**src/design/timer_match_map.svh**
```systemverilog
// Register offsets, field slices and reset values of the match and prescale registers
`ifndef TIMER_MATCH_MAP_SVH
`define TIMER_MATCH_MAP_SVH
// ==========================================
// Register offsets (byte addresses)
`define OFS_A_LOAD 8'h28
`define OFS_B_LOAD 8'h2c
`define OFS_A_MATCH 8'h30
`define OFS_B_MATCH 8'h34
`define OFS_A_PSC 8'h38
`define OFS_B_PSC 8'h3c
`define OFS_A_PSC_MATCH 8'h40
`define OFS_B_PSC_MATCH 8'h44
`define OFS_A_VIEW 8'h48
`define OFS_B_VIEW 8'h4c
`define OFS_STATUS 8'h50
`define OFS_MASK 8'h54
// ==========================================
// Field slices
`define HALF_HI 31:16
`define HALF_LO 15:0
`define PSC_FIELD 7:0
`define IRQ_FIELD 3:0
// ==========================================
// Reset and padding values
`define RST_HALF 16'hffff
`define ZERO_HALF 16'h0000
`define RST_PSC 8'h00
`define PAD_PSC 24'h000000
`define PAD_IRQ 28'h0000000
`define ZERO_WORD 32'h00000000
`define IRQ_COUNT 4
`endif

```
**src/design/timer_match_pkg.sv**
```systemverilog
// Types shared by the match and prescale register block
`default_nettype none
package timer_match_pkg;
    // Counting mode of one timer half
    typedef enum logic [2:0] {
        MODE_ONE_SHOT,
        MODE_PERIODIC,
        MODE_EDGE_TIME,
        MODE_EDGE_COUNT,
        MODE_PWM
    } mode_type;
    // State of the register block outside the flag and match submodules
    typedef struct packed {
        logic [15:0] tb_load;
        logic [15:0] a_match_hi;
        logic [15:0] a_match_lo;
        logic [15:0] b_match;
        logic [7:0] a_psc;
        logic [7:0] b_psc;
        logic [7:0] a_psc_match;
        logic [7:0] b_psc_match;
        logic [15:0] a_stamp;
        logic [15:0] b_stamp;
        logic [15:0] a_edges;
        logic [15:0] b_edges;
        logic [1:0] edge_done;
        logic [1:0] pwm;
        logic [31:0] rdata;
    } regs_type;
endpackage : timer_match_pkg
`default_nettype wire

```
**src/design/event_status.sv**
```systemverilog
// Sticky event flags with write-one-to-clear, a mask and one level interrupt
`default_nettype none
module event_status #(
    parameter int N = 4
) (
    input wire logic clock,
    input wire logic nrst,
    input wire logic [N-1:0] set,
    input wire logic clear_wr,
    input wire logic mask_wr,
    input wire logic [N-1:0] wdata,
    output logic [N-1:0] status,
    output logic [N-1:0] mask,
    output logic irq
);
    // ==========================================
    // Parameter check
    if (N < 1 || N > 32) begin : g_bad_count
        $error("event_status count out of range");
    end
    typedef struct packed {
        logic [N-1:0] status;
        logic [N-1:0] mask;
        logic irq;
    } flags_type;
    flags_type st;
    flags_type next_st;
    // ==========================================
    // A new event wins over a clear in the same cycle
    always_comb begin
        next_st = st;
        if (clear_wr) begin
            next_st.status = st.status & ~wdata;
        end
        next_st.status = next_st.status | set;
        if (mask_wr) begin
            next_st.mask = wdata;
        end
        next_st.irq = |(next_st.status & next_st.mask);
    end
    always_ff @(posedge clock) begin
        if (!nrst) begin
            st <= '0;
        end else begin
            st <= next_st;
        end
    end
    assign status = st.status;
    assign mask = st.mask;
    assign irq = st.irq;
endmodule : event_status
`default_nettype wire

```
**src/design/match_compare.sv**
```systemverilog
// Equality detector that pulses once when a counter reaches its match value
`default_nettype none
module match_compare #(
    parameter int W = 24
) (
    input wire logic clock,
    input wire logic nrst,
    input wire logic enable,
    input wire logic [W-1:0] target,
    input wire logic [W-1:0] count,
    output logic hit
);
    // ==========================================
    // Parameter check
    if (W < 2 || W > 32) begin : g_bad_width
        $error("match_compare width out of range");
    end
    // State: equality seen last cycle, pulse out
    typedef struct packed {
        logic eq_prev;
        logic hit;
    } cmp_type;
    cmp_type st;
    cmp_type next_st;
    logic eq; // Equal and in use
    assign eq = enable && (target == count);
    // ==========================================
    // Pulse on the first cycle of equality
    always_comb begin
        next_st.eq_prev = eq;
        next_st.hit = eq && !st.eq_prev;
    end
    always_ff @(posedge clock) begin
        if (!nrst) begin
            st <= '0;
        end else begin
            st <= next_st;
        end
    end
    assign hit = st.hit;
endmodule : match_compare
`default_nettype wire

```
**src/design/timer_match_regs.sv**
```systemverilog
// Match, prescale, interval load and counter view registers of a dual timer
// ==========================================
//
// Decided for this implementation: the address-and-strobe port.
`include "timer_match_map.svh"
`default_nettype none
module timer_match_regs
    import timer_match_pkg::*;
(
    input wire logic CLOCK,
    input wire logic NRST,
    input wire logic [7:0] ADDR,
    input wire logic [31:0] WDATA,
    input wire logic WR,
    input wire logic RD,
    output logic [31:0] RDATA,
    input wire logic WIDE,
    input wire logic RTC,
    input wire mode_type A_MODE,
    input wire mode_type B_MODE,
    input wire logic [15:0] A_LOAD,
    input wire logic [15:0] COUNT_A,
    input wire logic [15:0] COUNT_B,
    input wire logic [7:0] PSC_COUNT_A,
    input wire logic [7:0] PSC_COUNT_B,
    input wire logic EDGE_A,
    input wire logic EDGE_B,
    output logic [15:0] TB_LOAD_VALUE,
    output logic [7:0] A_PRESCALE,
    output logic [7:0] B_PRESCALE,
    output logic MATCH_A,
    output logic MATCH_B,
    output logic PWM_A,
    output logic PWM_B,
    output logic EDGE_DONE_A,
    output logic EDGE_DONE_B,
    output logic IRQ
);
    // ==========================================
    // Helpers
    // Write or read strobe at one offset
    function automatic logic hit(input logic strobe, input logic [7:0] addr,
                                 input logic [7:0] ofs);
        hit = strobe && (addr == ofs);
    endfunction : hit
    // Edge counter step: bit 16 flags that the target was reached
    function automatic logic [16:0] edge_step(input logic en, input logic pulse,
                                              input logic [15:0] edges,
                                              input logic [15:0] target);
        logic [15:0] inc;
        inc = edges + 16'h0001;
        if (!en) begin
            edge_step = {1'b0, `ZERO_HALF};
        end else if (pulse && inc == target) begin
            edge_step = {1'b1, `ZERO_HALF};
        end else if (pulse) begin
            edge_step = {1'b0, inc};
        end else begin
            edge_step = {1'b0, edges};
        end
    endfunction : edge_step
    // ==========================================
    // State and decoded conditions
    regs_type st; // Registered state
    regs_type next_st; // Next state
    logic wide_rtc; // 32-bit real-time clock use
    logic a_used; // Timer A match in use, narrow
    logic b_used; // Timer B match in use
    logic a_edge_mode; // Timer A edge count mode
    logic b_edge_mode; // Timer B edge count mode
    logic a_view_edge; // Timer A view shows timestamp
    logic b_view_edge; // Timer B view shows timestamp
    logic [15:0] b_view; // Timer B counter view
    logic [31:0] a_cmp_target; // Timer A compare value
    logic [31:0] a_cmp_count; // Timer A counted value
    logic [16:0] a_step; // Timer A edge step
    logic [16:0] b_step; // Timer B edge step
    logic [3:0] events; // Event set vector
    logic [3:0] flags; // Sticky event flags
    logic [3:0] enables; // Event mask
    logic match_a_hit; // Timer A compare pulse
    logic match_b_hit; // Timer B compare pulse
    logic irq_level; // Interrupt level
    // Modes that use the match registers
    assign wide_rtc = WIDE && RTC;
    assign a_edge_mode = !WIDE && (A_MODE == MODE_EDGE_COUNT);
    assign b_edge_mode = !WIDE && (B_MODE == MODE_EDGE_COUNT);
    assign a_used = !WIDE && (A_MODE == MODE_PWM || a_edge_mode);
    assign b_used = !WIDE && (B_MODE == MODE_PWM || b_edge_mode);
    // Views show a timestamp in either edge mode
    assign a_view_edge = (A_MODE == MODE_EDGE_COUNT || A_MODE == MODE_EDGE_TIME);
    assign b_view_edge = (B_MODE == MODE_EDGE_COUNT || B_MODE == MODE_EDGE_TIME);
    // Timer B view, also the high half of the wide A view
    assign b_view = b_view_edge ? st.b_stamp : COUNT_B;
    // ==========================================
    // Compare operands for timer A
    always_comb begin
        if (wide_rtc) begin
            // High match against B count, low against A count
            a_cmp_target = {st.a_match_hi, st.a_match_lo};
            a_cmp_count = {COUNT_B, COUNT_A};
        end else begin
            // Prescale match above the 16-bit match
            a_cmp_target = {`RST_PSC, st.a_psc_match, st.a_match_lo};
            a_cmp_count = {`RST_PSC, PSC_COUNT_A, COUNT_A};
        end
    end
    // Timer A match detector
    match_compare #(
        .W(32)
    ) u_match_a (
        .clock(CLOCK),
        .nrst(NRST),
        .enable(wide_rtc || a_used),
        .target(a_cmp_target),
        .count(a_cmp_count),
        .hit(match_a_hit)
    );
    // Timer B match detector, 24 bits with prescale
    match_compare #(
        .W(24)
    ) u_match_b (
        .clock(CLOCK),
        .nrst(NRST),
        .enable(b_used),
        .target({st.b_psc_match, st.b_match}),
        .count({PSC_COUNT_B, COUNT_B}),
        .hit(match_b_hit)
    );
    // Edge counting steps
    assign a_step = edge_step(a_edge_mode, EDGE_A, st.a_edges,
                              A_LOAD - st.a_match_lo);
    assign b_step = edge_step(b_edge_mode, EDGE_B, st.b_edges,
                              st.tb_load - st.b_match);
    // Events: bit 0 match A, 1 match B, 2 edges A, 3 edges B
    assign events = {st.edge_done[1], st.edge_done[0], match_b_hit, match_a_hit};
    // ==========================================
    // Interrupt flags
    event_status #(
        .N(`IRQ_COUNT)
    ) u_status (
        .clock(CLOCK),
        .nrst(NRST),
        .set(events),
        .clear_wr(hit(WR, ADDR, `OFS_STATUS)),
        .mask_wr(hit(WR, ADDR, `OFS_MASK)),
        .wdata(WDATA[`IRQ_FIELD]),
        .status(flags),
        .mask(enables),
        .irq(irq_level)
    );
    // ==========================================
    // Next state: register writes, captures, read data
    always_comb begin
        next_st = st;
        // Timer B load: own writes only when narrow
        if (hit(WR, ADDR, `OFS_B_LOAD) && !WIDE) begin
            next_st.tb_load = WDATA[`HALF_LO];
        end
        // Wide: upper half of the A load lands here
        if (hit(WR, ADDR, `OFS_A_LOAD) && WIDE) begin
            next_st.tb_load = WDATA[`HALF_HI];
        end
        // Timer A match; high half only when wide
        if (hit(WR, ADDR, `OFS_A_MATCH)) begin
            next_st.a_match_lo = WDATA[`HALF_LO];
            if (WIDE) begin
                next_st.a_match_hi = WDATA[`HALF_HI];
            end
        end
        // Timer B match, low field only
        if (hit(WR, ADDR, `OFS_B_MATCH)) begin
            next_st.b_match = WDATA[`HALF_LO];
        end
        // Prescale and prescale match fields
        if (hit(WR, ADDR, `OFS_A_PSC)) begin
            next_st.a_psc = WDATA[`PSC_FIELD];
        end
        if (hit(WR, ADDR, `OFS_B_PSC)) begin
            next_st.b_psc = WDATA[`PSC_FIELD];
        end
        if (hit(WR, ADDR, `OFS_A_PSC_MATCH)) begin
            next_st.a_psc_match = WDATA[`PSC_FIELD];
        end
        if (hit(WR, ADDR, `OFS_B_PSC_MATCH)) begin
            next_st.b_psc_match = WDATA[`PSC_FIELD];
        end
        // Timestamps of the last input edge
        if (EDGE_A && a_view_edge) begin
            next_st.a_stamp = COUNT_A;
        end
        if (EDGE_B && b_view_edge) begin
            next_st.b_stamp = COUNT_B;
        end
        // Edge counting progress and done pulses
        next_st.a_edges = a_step[`HALF_LO];
        next_st.b_edges = b_step[`HALF_LO];
        next_st.edge_done = {b_step[16], a_step[16]};
        // PWM level: high above the match, low below
        next_st.pwm[0] = (A_MODE == MODE_PWM) && !WIDE
                         && (COUNT_A > st.a_match_lo);
        next_st.pwm[1] = (B_MODE == MODE_PWM) && !WIDE
                         && (COUNT_B > st.b_match);
        // Read data: valid in the cycle after the strobe only
        next_st.rdata = `ZERO_WORD;
        if (RD) begin
            unique case (ADDR)
                `OFS_B_LOAD: next_st.rdata = {`ZERO_HALF, st.tb_load};
                `OFS_A_MATCH: begin
                    // High half follows the live width
                    next_st.rdata = {WIDE ? st.a_match_hi : `ZERO_HALF,
                                     st.a_match_lo};
                end
                `OFS_B_MATCH: next_st.rdata = {`ZERO_HALF, st.b_match};
                `OFS_A_PSC: next_st.rdata = {`PAD_PSC, st.a_psc};
                `OFS_B_PSC: next_st.rdata = {`PAD_PSC, st.b_psc};
                `OFS_A_PSC_MATCH: next_st.rdata = {`PAD_PSC, st.a_psc_match};
                `OFS_B_PSC_MATCH: next_st.rdata = {`PAD_PSC, st.b_psc_match};
                `OFS_A_VIEW: begin
                    // Wide: B value on top; narrow: zero
                    next_st.rdata = {WIDE ? b_view : `ZERO_HALF,
                                     a_view_edge ? st.a_stamp : COUNT_A};
                end
                `OFS_B_VIEW: next_st.rdata = {`ZERO_HALF, b_view};
                `OFS_STATUS: next_st.rdata = {`PAD_IRQ, flags};
                `OFS_MASK: next_st.rdata = {`PAD_IRQ, enables};
                // Unmapped addresses read zero
                default: next_st.rdata = `ZERO_WORD;
            endcase
        end
    end
    // ==========================================
    // State register; match high reset follows the width
    always_ff @(posedge CLOCK) begin
        if (!NRST) begin
            st <= '0;
            st.tb_load <= `RST_HALF;
            st.a_match_hi <= WIDE ? `RST_HALF : `ZERO_HALF;
            st.a_match_lo <= `RST_HALF;
            st.b_match <= `RST_HALF;
            st.a_psc <= `RST_PSC;
            st.b_psc <= `RST_PSC;
            st.a_stamp <= `RST_HALF;
            st.b_stamp <= `RST_HALF;
        end else begin
            st <= next_st;
        end
    end
    // ==========================================
    // Outputs, all from flip-flops
    assign RDATA = st.rdata;
    assign TB_LOAD_VALUE = st.tb_load;
    assign A_PRESCALE = st.a_psc;
    assign B_PRESCALE = st.b_psc;
    assign MATCH_A = match_a_hit;
    assign MATCH_B = match_b_hit;
    assign PWM_A = st.pwm[0];
    assign PWM_B = st.pwm[1];
    assign EDGE_DONE_A = st.edge_done[0];
    assign EDGE_DONE_B = st.edge_done[1];
    assign IRQ = irq_level;
endmodule : timer_match_regs
`default_nettype wire

```
**config.mk**
```make
export PLATFORM = sky130hd
export DESIGN_NAME = timer_match_regs
export DESIGN_NICKNAME = d
export VERILOG_FILES = /design/src/design/timer_match_pkg.sv /design/src/design/event_status.sv /design/src/design/match_compare.sv /design/src/design/timer_match_regs.sv
export VERILOG_INCLUDE_DIRS = /design/src /design/src/design
export SDC_FILE = /design/constraint.sdc
export NUM_CORES = 1
export LEC_CHECK = 0
export BUFFER_PORTS_ARGS = -buffer_cell sky130_fd_sc_hd__buf_2
export CAP_MARGIN = 20
export CORE_ASPECT_RATIO = 1.5
export CORE_MARGIN = 8
export CORE_UTILIZATION = 30
export DETAILED_ROUTE_END_ITERATION = 16
export HOLD_SLACK_MARGIN = 0.05
export PLACE_DENSITY_LB_ADDON = 0.1
export SLEW_MARGIN = 20
export SYNTH_ARGS = -nofsm -noshare
export SYNTH_HDL_FRONTEND = slang
export SYNTH_HIERARCHICAL = 1
export SYNTH_SLANG_ARGS = --single-unit
```
**constraint.sdc**
```tcl
create_clock -name CLOCK -period 7.14 [get_ports CLOCK]
set_input_delay 0.714 -clock CLOCK [delete_from_list [all_inputs] [get_ports CLOCK]]
set_output_delay 0.714 -clock CLOCK [all_outputs]
set_load 0.01 [all_outputs]
```
Yosys cells after proc, flatten, opt, wreduce, memory -nomap -nowiden:

Cells that the tools add are included.

* mux-type cells: 29
* add/subtract/negate cells: 4
* bitwise logic cells: 7
* $lt $le $gt $ge: 2
* reductions and logical operators: 45
* equal/unequal tests: 24

Operators with widths (count)
* $pmux W32 S11: 1
* $mux W16: 13
* $mux W180: 1
* $mux W32: 4
* $mux W17: 4
* $eq A8 B6 Y1 const B: 6
* $eq A8 B7 Y1 const B: 6
* $add A16 B1 Y16 const B: 2
* $eq A16 B16 Y1: 2
* $eq A32 B32 Y1: 1
* $gt A16 B16 Y1: 2
* $mux W8: 4
* $sub A16 B16 Y16: 2
* $logic_and A1 B1 Y1: 29
* $eq A24 B24 Y1: 1
* $eq A3 B2 Y1 const B: 4
* $and A4 B4 Y4: 2
* $mux W4: 2
* $reduce_and A2 Y1: 4
* $eq A3 B3 Y1 const B: 2
* $reduce_or A3 Y1: 2
* $logic_or A1 B1 Y1: 5
* $ne A2 B1 Y1 const B: 2
* $not A4 Y4: 1
* other kinds (5): 9

* register bits: 209
* logic and storage cells: 134

Logic depth before layout (Yosys ltp):

Gate-level depths: netlist of run 1.

* depth in word-level cells: 7
* depth in mapped cells: 12
* gate-level depth less buffers: 11

Modules after synthesis:

Netlist of run 1, hierarchy kept.

By module, submodules not included
* timer_match_regs: area an instance 12264.3 sq um, times used 1, seq. area each 4083.9 sq um, cells each 1529
* match_compare at u_match_a: area an instance 420.4 sq um, times used 1, seq. area each 40.0 sq um, cells each 50
* event_status: area an instance 350.3 sq um, times used 1, seq. area each 180.2 sq um, cells each 35
* match_compare at u_match_b: area an instance 324.1 sq um, times used 1, seq. area each 40.0 sq um, cells each 37

Worst setup path before layout of run 1:

Ideal clock, no wire load.

* kind: input to register
* start point: input A_LOAD[9]
* end point: register st[63] in the netlist's numbering
* setup slack: 3.876 ns
* stages: 10
* path buffers: 1
* required time: 7.008 ns
* data arrival time: 3.132 ns
* cell sequence: ha_1 -> nand2_1 -> or3_1 -> a21oi_1 -> o2111ai_1 -> and4b_1 -> or4b_4 -> nor4_4 -> buf_6 -> nor3_1

* word-level cells in the longest chain between the ends: 4

RTL lines
* start, declared: line timer_match_regs.sv:21 `input wire logic [15:0] A_LOAD,`
* $sub A16 B16 Y16: line timer_match_regs.sv:132 `A_LOAD - st.a_match_lo);`
* $eq A16 B16 Y1: line timer_match_regs.sv:54 `end else if (pulse && inc == target) begin`
* $logic_and A1 B1 Y1: line timer_match_regs.sv:54
* $reduce_or A3 Y1 (no line)
* end signal, assigned: line timer_match_regs.sv:246 `st <= next_st;`
* end, declared: line timer_match_regs.sv:64 `regs_type st;`

Every way passes these cells.
A chain may end at the register's enable or synchronous reset.

Worst setup path in the final report of run 1:

* start point: register st, in the netlist TB_LOAD_VALUE[1]
* end point: register st[50] in the netlist's numbering

* word-level cells in the longest chain between the ends: 4

RTL lines
* $sub A16 B16 Y16: line timer_match_regs.sv:134 `st.tb_load - st.b_match);`
* $eq A16 B16 Y1: line timer_match_regs.sv:54
* $logic_and A1 B1 Y1: line timer_match_regs.sv:54
* $reduce_or A3 Y1 (no line)

Every way passes these cells.

==> reports/metrics.cfg, run 1 <==
[clock_tree]
cts_tree=done
clock_sinks=209
cts_max_path_buffers=3
cts_setup_buffers=0
numCtsBuffers=25
holdBufCountCts=0
clk_latency_ns=0.55
clkSlewWorstSetupHoldPaths_ns=0.06
cts-root-buf=clkbuf_16
ctsResizeCount=0
htreeDepth=1

[die]
core_area_sq_um=43900
die_w_um=188
dieArea_sq_um=51700
fp-row-count=94
io_pins=189
initial_core_util_pct=30.5
die_h_um=274

[placed_design]
dp_cells=2279
gp_congestion=0.920
post-place-ws_ns=3.14
io_buffers=188
dp_hpwl_mm=44.3

[final_layout]
finish.utilization_pct=34.6
drive_gt1_share_pct=15.6
fin_nets=1916
stdcell_count=2327
area.growth.synth_to_final_pct=13.7

[synth]
synth_top_area_cell=dfxtp_1
synth.top_cells.by_area=dfxtp_1, nand2_1, xnor2_1
synth_seq_cells=209
synth-seq-area-share_pct=32.5
async_flop_share_pct=0
synthesis.area_sq_um=13400
syn_inst=1651
syn_nets=1837
yosysUniqueCellTypes=70
synth_ff_type=dfxtp_1
synth_top_area_share_pct=28.9
yosysWarnings=6
syn_avg_cell_area_sq_um=8.09
synth_edf_count=16

[route]
drc=0
vias_per_cell=5.28
first_iter_violations=963
ant_nets=0
wl_mm=55.8
via_count=12300
wl_per_cell_um=24.0
drt-pass1-iter-count=6

[power_and_ir_drop]
ir_drop_mv=0.165
p_leak_nw=6.46
power_density_nw_per_um2=190

[min_path]
hold_end=TB_LOAD_VALUE[6]
hp-start=WDATA[22]
min_path_type=in2reg
hold_depth=3

[sta]
post-route-period-util_pct=52.0
finClkSkew_ns=0.0259
finalMaxSlewViolations=0
fin_ws_ns=3.43
hold_slack_ns=0.442
slew_headroom_pct=31.7
rsz0062_at_grt=no
setup_viol=0
period_minus_slack_ns=3.71
max_freq_mhz=269
setup_tns_ns=0
finalHoldViolCount=0
tightest_slew_ns=1.02

[critical_path]
r2r_start=TB_LOAD_VALUE[1]
timing.reg2reg.setup_slack_ns=3.43
endpoint_kind=register
cp_data_required_time_ns=7.52
crit_arrival_ns=4.10
critPathLaunchType=register
rr_endpoint=st[50]
path_class=reg2reg
worstRegToRegCells=10
critPathMaxFanout=17

[global_routing]
grt_pass1_wl_mm=81.2
grt_max_degree=70
grt.overflow.total=0
track_usage_pct=20.9
antenna_found_initial=8
grt_pass1_vias=12100

[run_status]
status=finished, final reports clean

[job]
maxCapViolations=0

state kept, by name, indices dropped and copies added (netlist names), 4 cells and up:
signal	cells
st	128
RDATA	32
TB_LOAD_VALUE	16
A_PRESCALE	8
B_PRESCALE	8
u_status/mask	4
u_status/status	4
Yosys cell counts (6+ instances only):
cell	instances
nor4_1	17
o21ai_0	43
o22a_1	6
mux2i_1	34
a211oi_1	6
nand2_1	288
mux2_2	16
dfxtp_1	193
buf_2	7
xor2_1	56
o21a_1	9
xnor2_1	105
and2_1	13
nor2_1	92
o211ai_1	44
nand3_1	102
a21boi_0	33
a22oi_1	7
clkbuf_1	72
nand4_1	30
a221oi_1	11
nand2b_1	11
o21bai_1	6
or4_1	7
a31oi_1	10
nor2b_1	14
buf_4	66
ha_1	66
nor3_1	31
a21o_1	11
a222oi_1	14
and3_1	32
inv_1	47
a21oi_1	71
edfxtp_1	16
metrics by stage:
step | instance area [sq um] | power, mW
final | 15200 | 2.89
after global routing | 15200 | 2.99
after CTS | 15200 | 2.93
after detailed placement | 14300 | 1.52
after global placement | 14300 | 1.52
after floorplan | 13400 | 1.38
cells by family after synthesis:
| group | synth area share, % |
|---|---|
| buffers and inverters | 7.54 |
| and+or+nand+nor | 23.9 |
| DFF | 32.5 |
| AOI/OAI and AO/OA | 15.0 |
| xor gates and xnor gates | 10.7 |
| adders and majority gates | 6.48 |
| muxes | 3.90 |
area by class of cell:
cell class                      instances  area [sq um]
Clock inverter                         10           203
Clock buffer                           35           673
Sequential cell                       209          4340
Inverter                               47           176
Fill cell                            4625         28700
Antenna cell                            3          7.51
Multi-Input combinational cell       1244          8010
Tap cell                              576           721
Timing Repair Buffer                  203          1060
power breakdown:
group	switching [mW]	leakage, nW	internal (mW)
logic	0.182	4.32	0.0991
clock network	0.527	0.425	0.872
registers	0.0128	1.72	1.20
total	0.722	6.46	2.17
cell usage in the layout (no fill, tap or decap), types with 34 or more instances in the layout:
| cell | Yosys | final |
|---|---|---|
| nand2_1 | 288 | 288 |
| a21oi_1 | 71 | 71 |
| nor2_1 | 92 | 91 |
| ha_1 | 66 | 66 |
| mux2i_1 | 34 | 34 |
| xnor2_1 | 105 | 105 |
| nand3_1 | 102 | 102 |
| buf_2 | 7 | 187 |
| dfxtp_1 | 193 | 193 |
| o211ai_1 | 44 | 44 |
| o21ai_0 | 43 | 43 |
| xor2_1 | 56 | 56 |
| inv_1 | 47 | 47 |
layer usage:
layer  vias up  part of all wire (%)  GRT usage (%)
li1       5901                     -              -
met1      5878                    38           22.8
met2       397                    52           38.6
met3       105                   5.4           3.55
met4        10                   4.6           9.57
met5         -                  0.11              0
critical path, cell delays in order, from the launching register on:
cell and delay (ns):
dfxtp_1 0.49, inv_1 0.13, fa_1 0.49, nor2b_1 0.17, o211ai_1 0.16, a211o_1 0.38, a21oi_1 0.17, xnor2_1 0.09
or4_1 0.54, nor4_4 0.79, nor3_1 0.12
worst max path at each step:
stage	startpoint	end	slack, ns	cells past startpoint
after global routing	TB_LOAD_VALUE[0]	st[50]	3.14	11
after detailed placement	A_LOAD[9]	st[54]	3.14	10
after floorplan	A_LOAD[9]	st[63]	3.88	10
after CTS	st[156]	st[54]	3.40	10
final	TB_LOAD_VALUE[1]	st[50]	3.43	10
after global placement	A_LOAD[9]	st[67]	3.21	10
Power figures use the tool's default switching activity.
==> run 2: changes to the inputs <==
Clock period 7.14 ns to 3.4 ns, I/O delays scaled along.
==> reports/metrics.cfg, run 2 (same netlist as run 1, synthesis figures left out) <==
[final_layout]
finish.utilization_pct=35.4
fin_nets=1963
nFillCells=4658
area.growth.synth_to_final_pct=16.4
drive_gt1_share_pct=17.5
largest_register=st
largest_register_ffs=128
final_common_cell=nand2_1
layout_common_cells=nand2_1, dfxtp_1, buf_2

[min_path]
hp-start=WDATA[28]
hold_end=TB_LOAD_VALUE[12]
hold_depth=3
min_path_type=in2reg

[placed_design]
io_buffers=188
dp_hpwl_mm=46.2
gp_congestion=0.932

[route]
wl_per_cell_um=24.3
drc=0
ant_nets=0
via_count=12500
drt-pass1-iter-count=6
wl_mm=57.7
first_iter_violations=891
vias_per_cell=5.26

[clock_tree]
cts_tree=done
cts-root-buf=clkbuf_16
htreeDepth=1
clkSlewWorstSetupHoldPaths_ns=0.06
numCtsBuffers=25
clk_latency_ns=0.55
clock_sinks=209
cts_max_path_buffers=3

[critical_path]
rr_endpoint=st[48]
r2r_start=TB_LOAD_VALUE[0]
cp_data_required_time_ns=3.80
critPathLaunchType=register
endpoint_kind=register
timing.reg2reg.setup_slack_ns=0.18
path_class=reg2reg
crit_arrival_ns=3.62
critPathMaxFanout=17
worstRegToRegCells=12

[sta]
rsz0062_at_grt=no
period_minus_slack_ns=3.22
finalHoldViolCount=0
post-route-period-util_pct=94.6
setup_viol=0
setup_tns_ns=0
tightest_slew_ns=1.06
finClkSkew_ns=0.0129
finalMaxSlewViolations=0
slew_headroom_pct=29.0
max_freq_mhz=311

[power_and_ir_drop]
clkPwrFrac_pct=46.3
ir_drop_mv=0.358
p_comb_share_pct=10.6
p_seq_share_pct=43.1
intPower_mw=4.33
power_density_nw_per_um2=380
swShare_pct=26.7
p_sw_mw=1.58
p_leak_nw=6.65

[global_routing]
grt_pass1_wl_mm=83.4
grt_pass1_vias=12500
antenna_found_initial=7
grt.overflow.total=0
track_usage_pct=21.5
grt_max_degree=59

[die]
dieArea_sq_um=51700
die_w_um=188
fp-row-count=94
io_pins=189
die_h_um=274
core_area_sq_um=43900
initial_core_util_pct=30.5

[job]
maxCapViolations=0

[run_status]
status=finished, final reports clean

## run 2: cell types whose count changed in the layout (fill, tap and decap cells not counted), moves of 3 or more
cell           previous run  this run
dlygate4sd3_1             0        11
buf_4                    16        49
clkbuf_8                  1         4
clkinvlp_4                0         4
buf_12                    0         3
bufinv_16                 6         2
clkbuf_1                  9         3
## run 2: power groups by stage
stage / clock, mW / sequential (mW) / combinational [mW]
6_report: 2.73 / 2.54 / 0.627
5_1_grt: 2.88 / 2.55 / 0.667
4_1_cts: 2.81 / 2.54 / 0.627
3_5_place_dp: 0 / 2.60 / 0.614
3_3_place_gp: 0 / 2.60 / 0.616
2_1_floorplan: 0 / 2.59 / 0.309
## run 2: how the worst max path moves through the flow
| stage | slack (ns) | to | cells after the start | startpoint |
|---|---|---|---|---|
| after CTS | 0.14 | st[54] | 11 | st[157] |
| after global placement | 0.19 | st[53] | 13 | A_LOAD[0] |
| after global routing | 0.02 | st[36] | 12 | TB_LOAD_VALUE[0] |
| final | 0.18 | st[48] | 12 | TB_LOAD_VALUE[0] |
| after floorplan | 0.27 | st[42] | 12 | TB_LOAD_VALUE[0] |
| after detailed placement | 0.15 | st[54] | 11 | st[155] |
## run 2: area by class of cell
class	instances	area (sq um)	share of cell area, %
antenna	2	5.00	0.0322
tap	576	721	4.63
multi-input combinational	1244	8020	51.6
sequential	209	4340	27.9
timing repair buffer	250	1470	9.48
inverter	47	176	1.13
clock buffer	32	692	4.45
clock inverter	11	121	0.780
## run 2: what timing repair did
item	4_1_cts	5_1_grt
resized for setup	0	3
hold endpoints to repair	11	0
setup endpoints to repair	0	29
hold buffers	11	0
setup buffers	0	0
## run 2: layer usage
| layer | vias to the layer above | part of all wire [%] | GRT usage (%) | routed length (um) |
|---|---|---|---|---|
| li1 | 5985 | - | - | - |
| met1 | 5950 | 38 | 23.5 | 21800 |
| met2 | 403 | 50 | 38.6 | 28900 |
| met3 | 126 | 5.4 | 3.31 | 3130 |
| met4 | 10 | 6.6 | 13.2 | 3820 |
| met5 | - | 0.10 | 0 | 60 |
## run 2: per-stage QoR
step / power, mW / std cells / area [sq um] / hold WS, ns / setup slack, ns
floorplan: 2.89 / 1651 / 13400 / 0.390 / 0.274
global placement: 3.21 / 2315 / 14600 / 0.403 / 0.190
detailed placement: 3.21 / 2315 / 14600 / 0.405 / 0.155
CTS: 5.98 / 2369 / 15500 / 0.0524 / 0.136
global route: 6.09 / 2370 / 15500 / 0.0859 / 0.0223
finish: 5.90 / 2371 / 15500 / 0.0775 / 0.184
## run 2: worst max-delay path: stages, from the launching register on
cell     delay, ns
dfxtp_1       0.34
inv_1         0.07
ha_1          0.21
fa_1          0.41
nor2b_2       0.15
o21a_1        0.12
nor2_1        0.04
xnor2_1       0.11
or4_1         0.53
or4_1         0.55
nor4_4        0.29
buf_12        0.18
nor3_1        0.06
==> run 3: changes to the inputs <==
Settings changed: MAX_ROUTING_LAYER set to met4.
==> reports/metrics.cfg, run 3 (same netlist as run 1, synthesis figures left out) <==
[run_status]
status=finished, final reports clean

[final_layout]
layout_common_cells=nand2_1, dfxtp_1, buf_2
fin_nets=1962
drive_gt1_share_pct=17.6
multi_input_area_sq_um=8020
largest_register_ffs=128
nFillCells=4635
final_common_cell=nand2_1
area.growth.synth_to_final_pct=15.9
stdcell_count=2372
ff_latch_area_sq_um=4340
largest_register=st

[min_path]
hold_end=st[92]
min_path_type=in2reg
hold_depth=3
hp-start=COUNT_A[8]

[route]
vias_per_cell=5.28
drc=0
drt-pass1-iter-count=8
ant_nets=0
wl_per_cell_um=24.4
wl_mm=58.0
first_iter_violations=888
via_count=12500

[critical_path]
critPathLaunchType=register
critPathMaxFanout=17
cp_data_required_time_ns=3.79
timing.reg2reg.setup_slack_ns=0.18
endpoint_kind=register
critPathSlowestCell=or4_1
path_buf_inv=2
max_stage_delay_ns=0.53
crit_family=simple AND/OR/NAND/NOR gates
rr_endpoint=st[44]
crit_arrival_ns=3.61
worstRegToRegCells=12
path_cells=inv_1, ha_1, fa_1, nor2b_1, o21a_1, nor2_1, xnor2_1, or4_1, or4_4, nor4_4, buf_12, nor3_1
r2r_start=TB_LOAD_VALUE[0]
path_class=reg2reg

[sta]
setup_viol=0
fin_ws_ns=0.179
max_freq_mhz=310
setup_tns_ns=0
post-route-period-util_pct=94.7
finClkSkew_ns=0.0204
finalMaxSlewViolations=0
rsz0062_at_grt=no
hold_slack_ns=0.0769
slew_headroom_pct=33.5
tightest_slew_ns=0.994
period_minus_slack_ns=3.22
finalHoldViolCount=0

[clock_tree]
cts_setup_buffers=0
clkSlewWorstSetupHoldPaths_ns=0.06
clock_sinks=209
cts-root-buf=clkbuf_16
clk_latency_ns=0.55
cts_max_path_buffers=3
numCtsBuffers=24
htreeDepth=1
cts_tree=done

[die]
die_h_um=274
initial_core_util_pct=30.5
dieArea_sq_um=51700
io_pins=189
fp-row-count=94
core_area_sq_um=43900
die_w_um=188

[placed_design]
io_buffers=188
gp_congestion=0.945
dp_cells=2319
post-place-ws_ns=0.137
dp_hpwl_mm=46.3

[power_and_ir_drop]
ir_drop_mv=0.307
swShare_pct=27.1
clkPwrFrac_pct=45.0
p_comb_share_pct=10.9
power_density_nw_per_um2=373
intPower_mw=4.21
p_sw_mw=1.56
p_seq_share_pct=44.1
p_leak_nw=6.64

[global_routing]
grt_pass1_vias=12700
track_usage_pct=22.4
grt_pass1_wl_mm=84.6
grt.overflow.total=0
antenna_found_initial=3
grt_max_degree=57

[job]
maxCapViolations=0

[run 3: cell count changes in the layout (fill, tap and decap cells not counted), sizes merged]
cell,delta
clkinv,+4
clkinvlp,-3
diode,+1
bufinv,-1
dlygate4sd3,-4
buf,+4
[run 3: stage by stage]
stage | total power [mW] | util [%] | instance area [sq um]
5_1_grt | 5.96 | 35.3 | 15500
2_1_floorplan | 2.89 | - | 13400
6_report | 5.77 | 35.3 | 15500
3_3_place_gp | 3.22 | 33.4 | 14600
4_1_cts | 5.84 | 35.3 | 15500
3_5_place_dp | 3.22 | 33.4 | 14600
[run 3: worst max-delay path by stage]
| stage | from | end | cells past startpoint |
|---|---|---|---|
| after global placement | A_LOAD[0] | st[53] | 13 |
| final | TB_LOAD_VALUE[0] | st[44] | 12 |
| after floorplan | TB_LOAD_VALUE[0] | st[42] | 12 |
| after CTS | st[155] | st[67] | 11 |
| after detailed placement | A_LOAD[0] | st[55] | 13 |
| after global routing | TB_LOAD_VALUE[0] | st[46] | 12 |
[run 3: routing by layer]
layer,vias to the layer above,global-route usage (%),routed length [um]
li1,5992,-,-
met1,6018,23.7,22200
met2,412,39.8,29500
met3,112,3.62,2920
met4,0,12.1,3350
met5,-,-,0
[run 3: repair_timing]
action,in CTS,in global routing
hold buffers,7,0
gates resized for setup,0,3
setup endpoints to repair,0,13
hold endpoints to repair,7,0
[run 3: tightest hold or removal path, delay by kind of cell]
| kind | cells | cell delay [ns] |
|---|---|---|
| buffers and inverters | 1 | 0.13 |
| and+or+nand+nor | 2 | 0.12 |
[run 3: final cells by class]
class                           instances  area share [%]
Antenna cell                            3          0.0485
Timing Repair Buffer                  250            9.38
Clock buffer                           32            4.34
Sequential cell                       209            28.1
Tap cell                              576            4.66
Clock inverter                         11           0.590
Inverter                               47            1.14
Multi-Input combinational cell       1244            51.8
[run 3: power groups by stage]
stage / sequential [mW] / combinational, mW / clock [mW]
finish: 2.54 / 0.630 / 2.60
global route: 2.55 / 0.669 / 2.75
CTS: 2.54 / 0.626 / 2.67
detailed placement: 2.60 / 0.617 / 0
global placement: 2.60 / 0.618 / 0
floorplan: 2.59 / 0.309 / 0
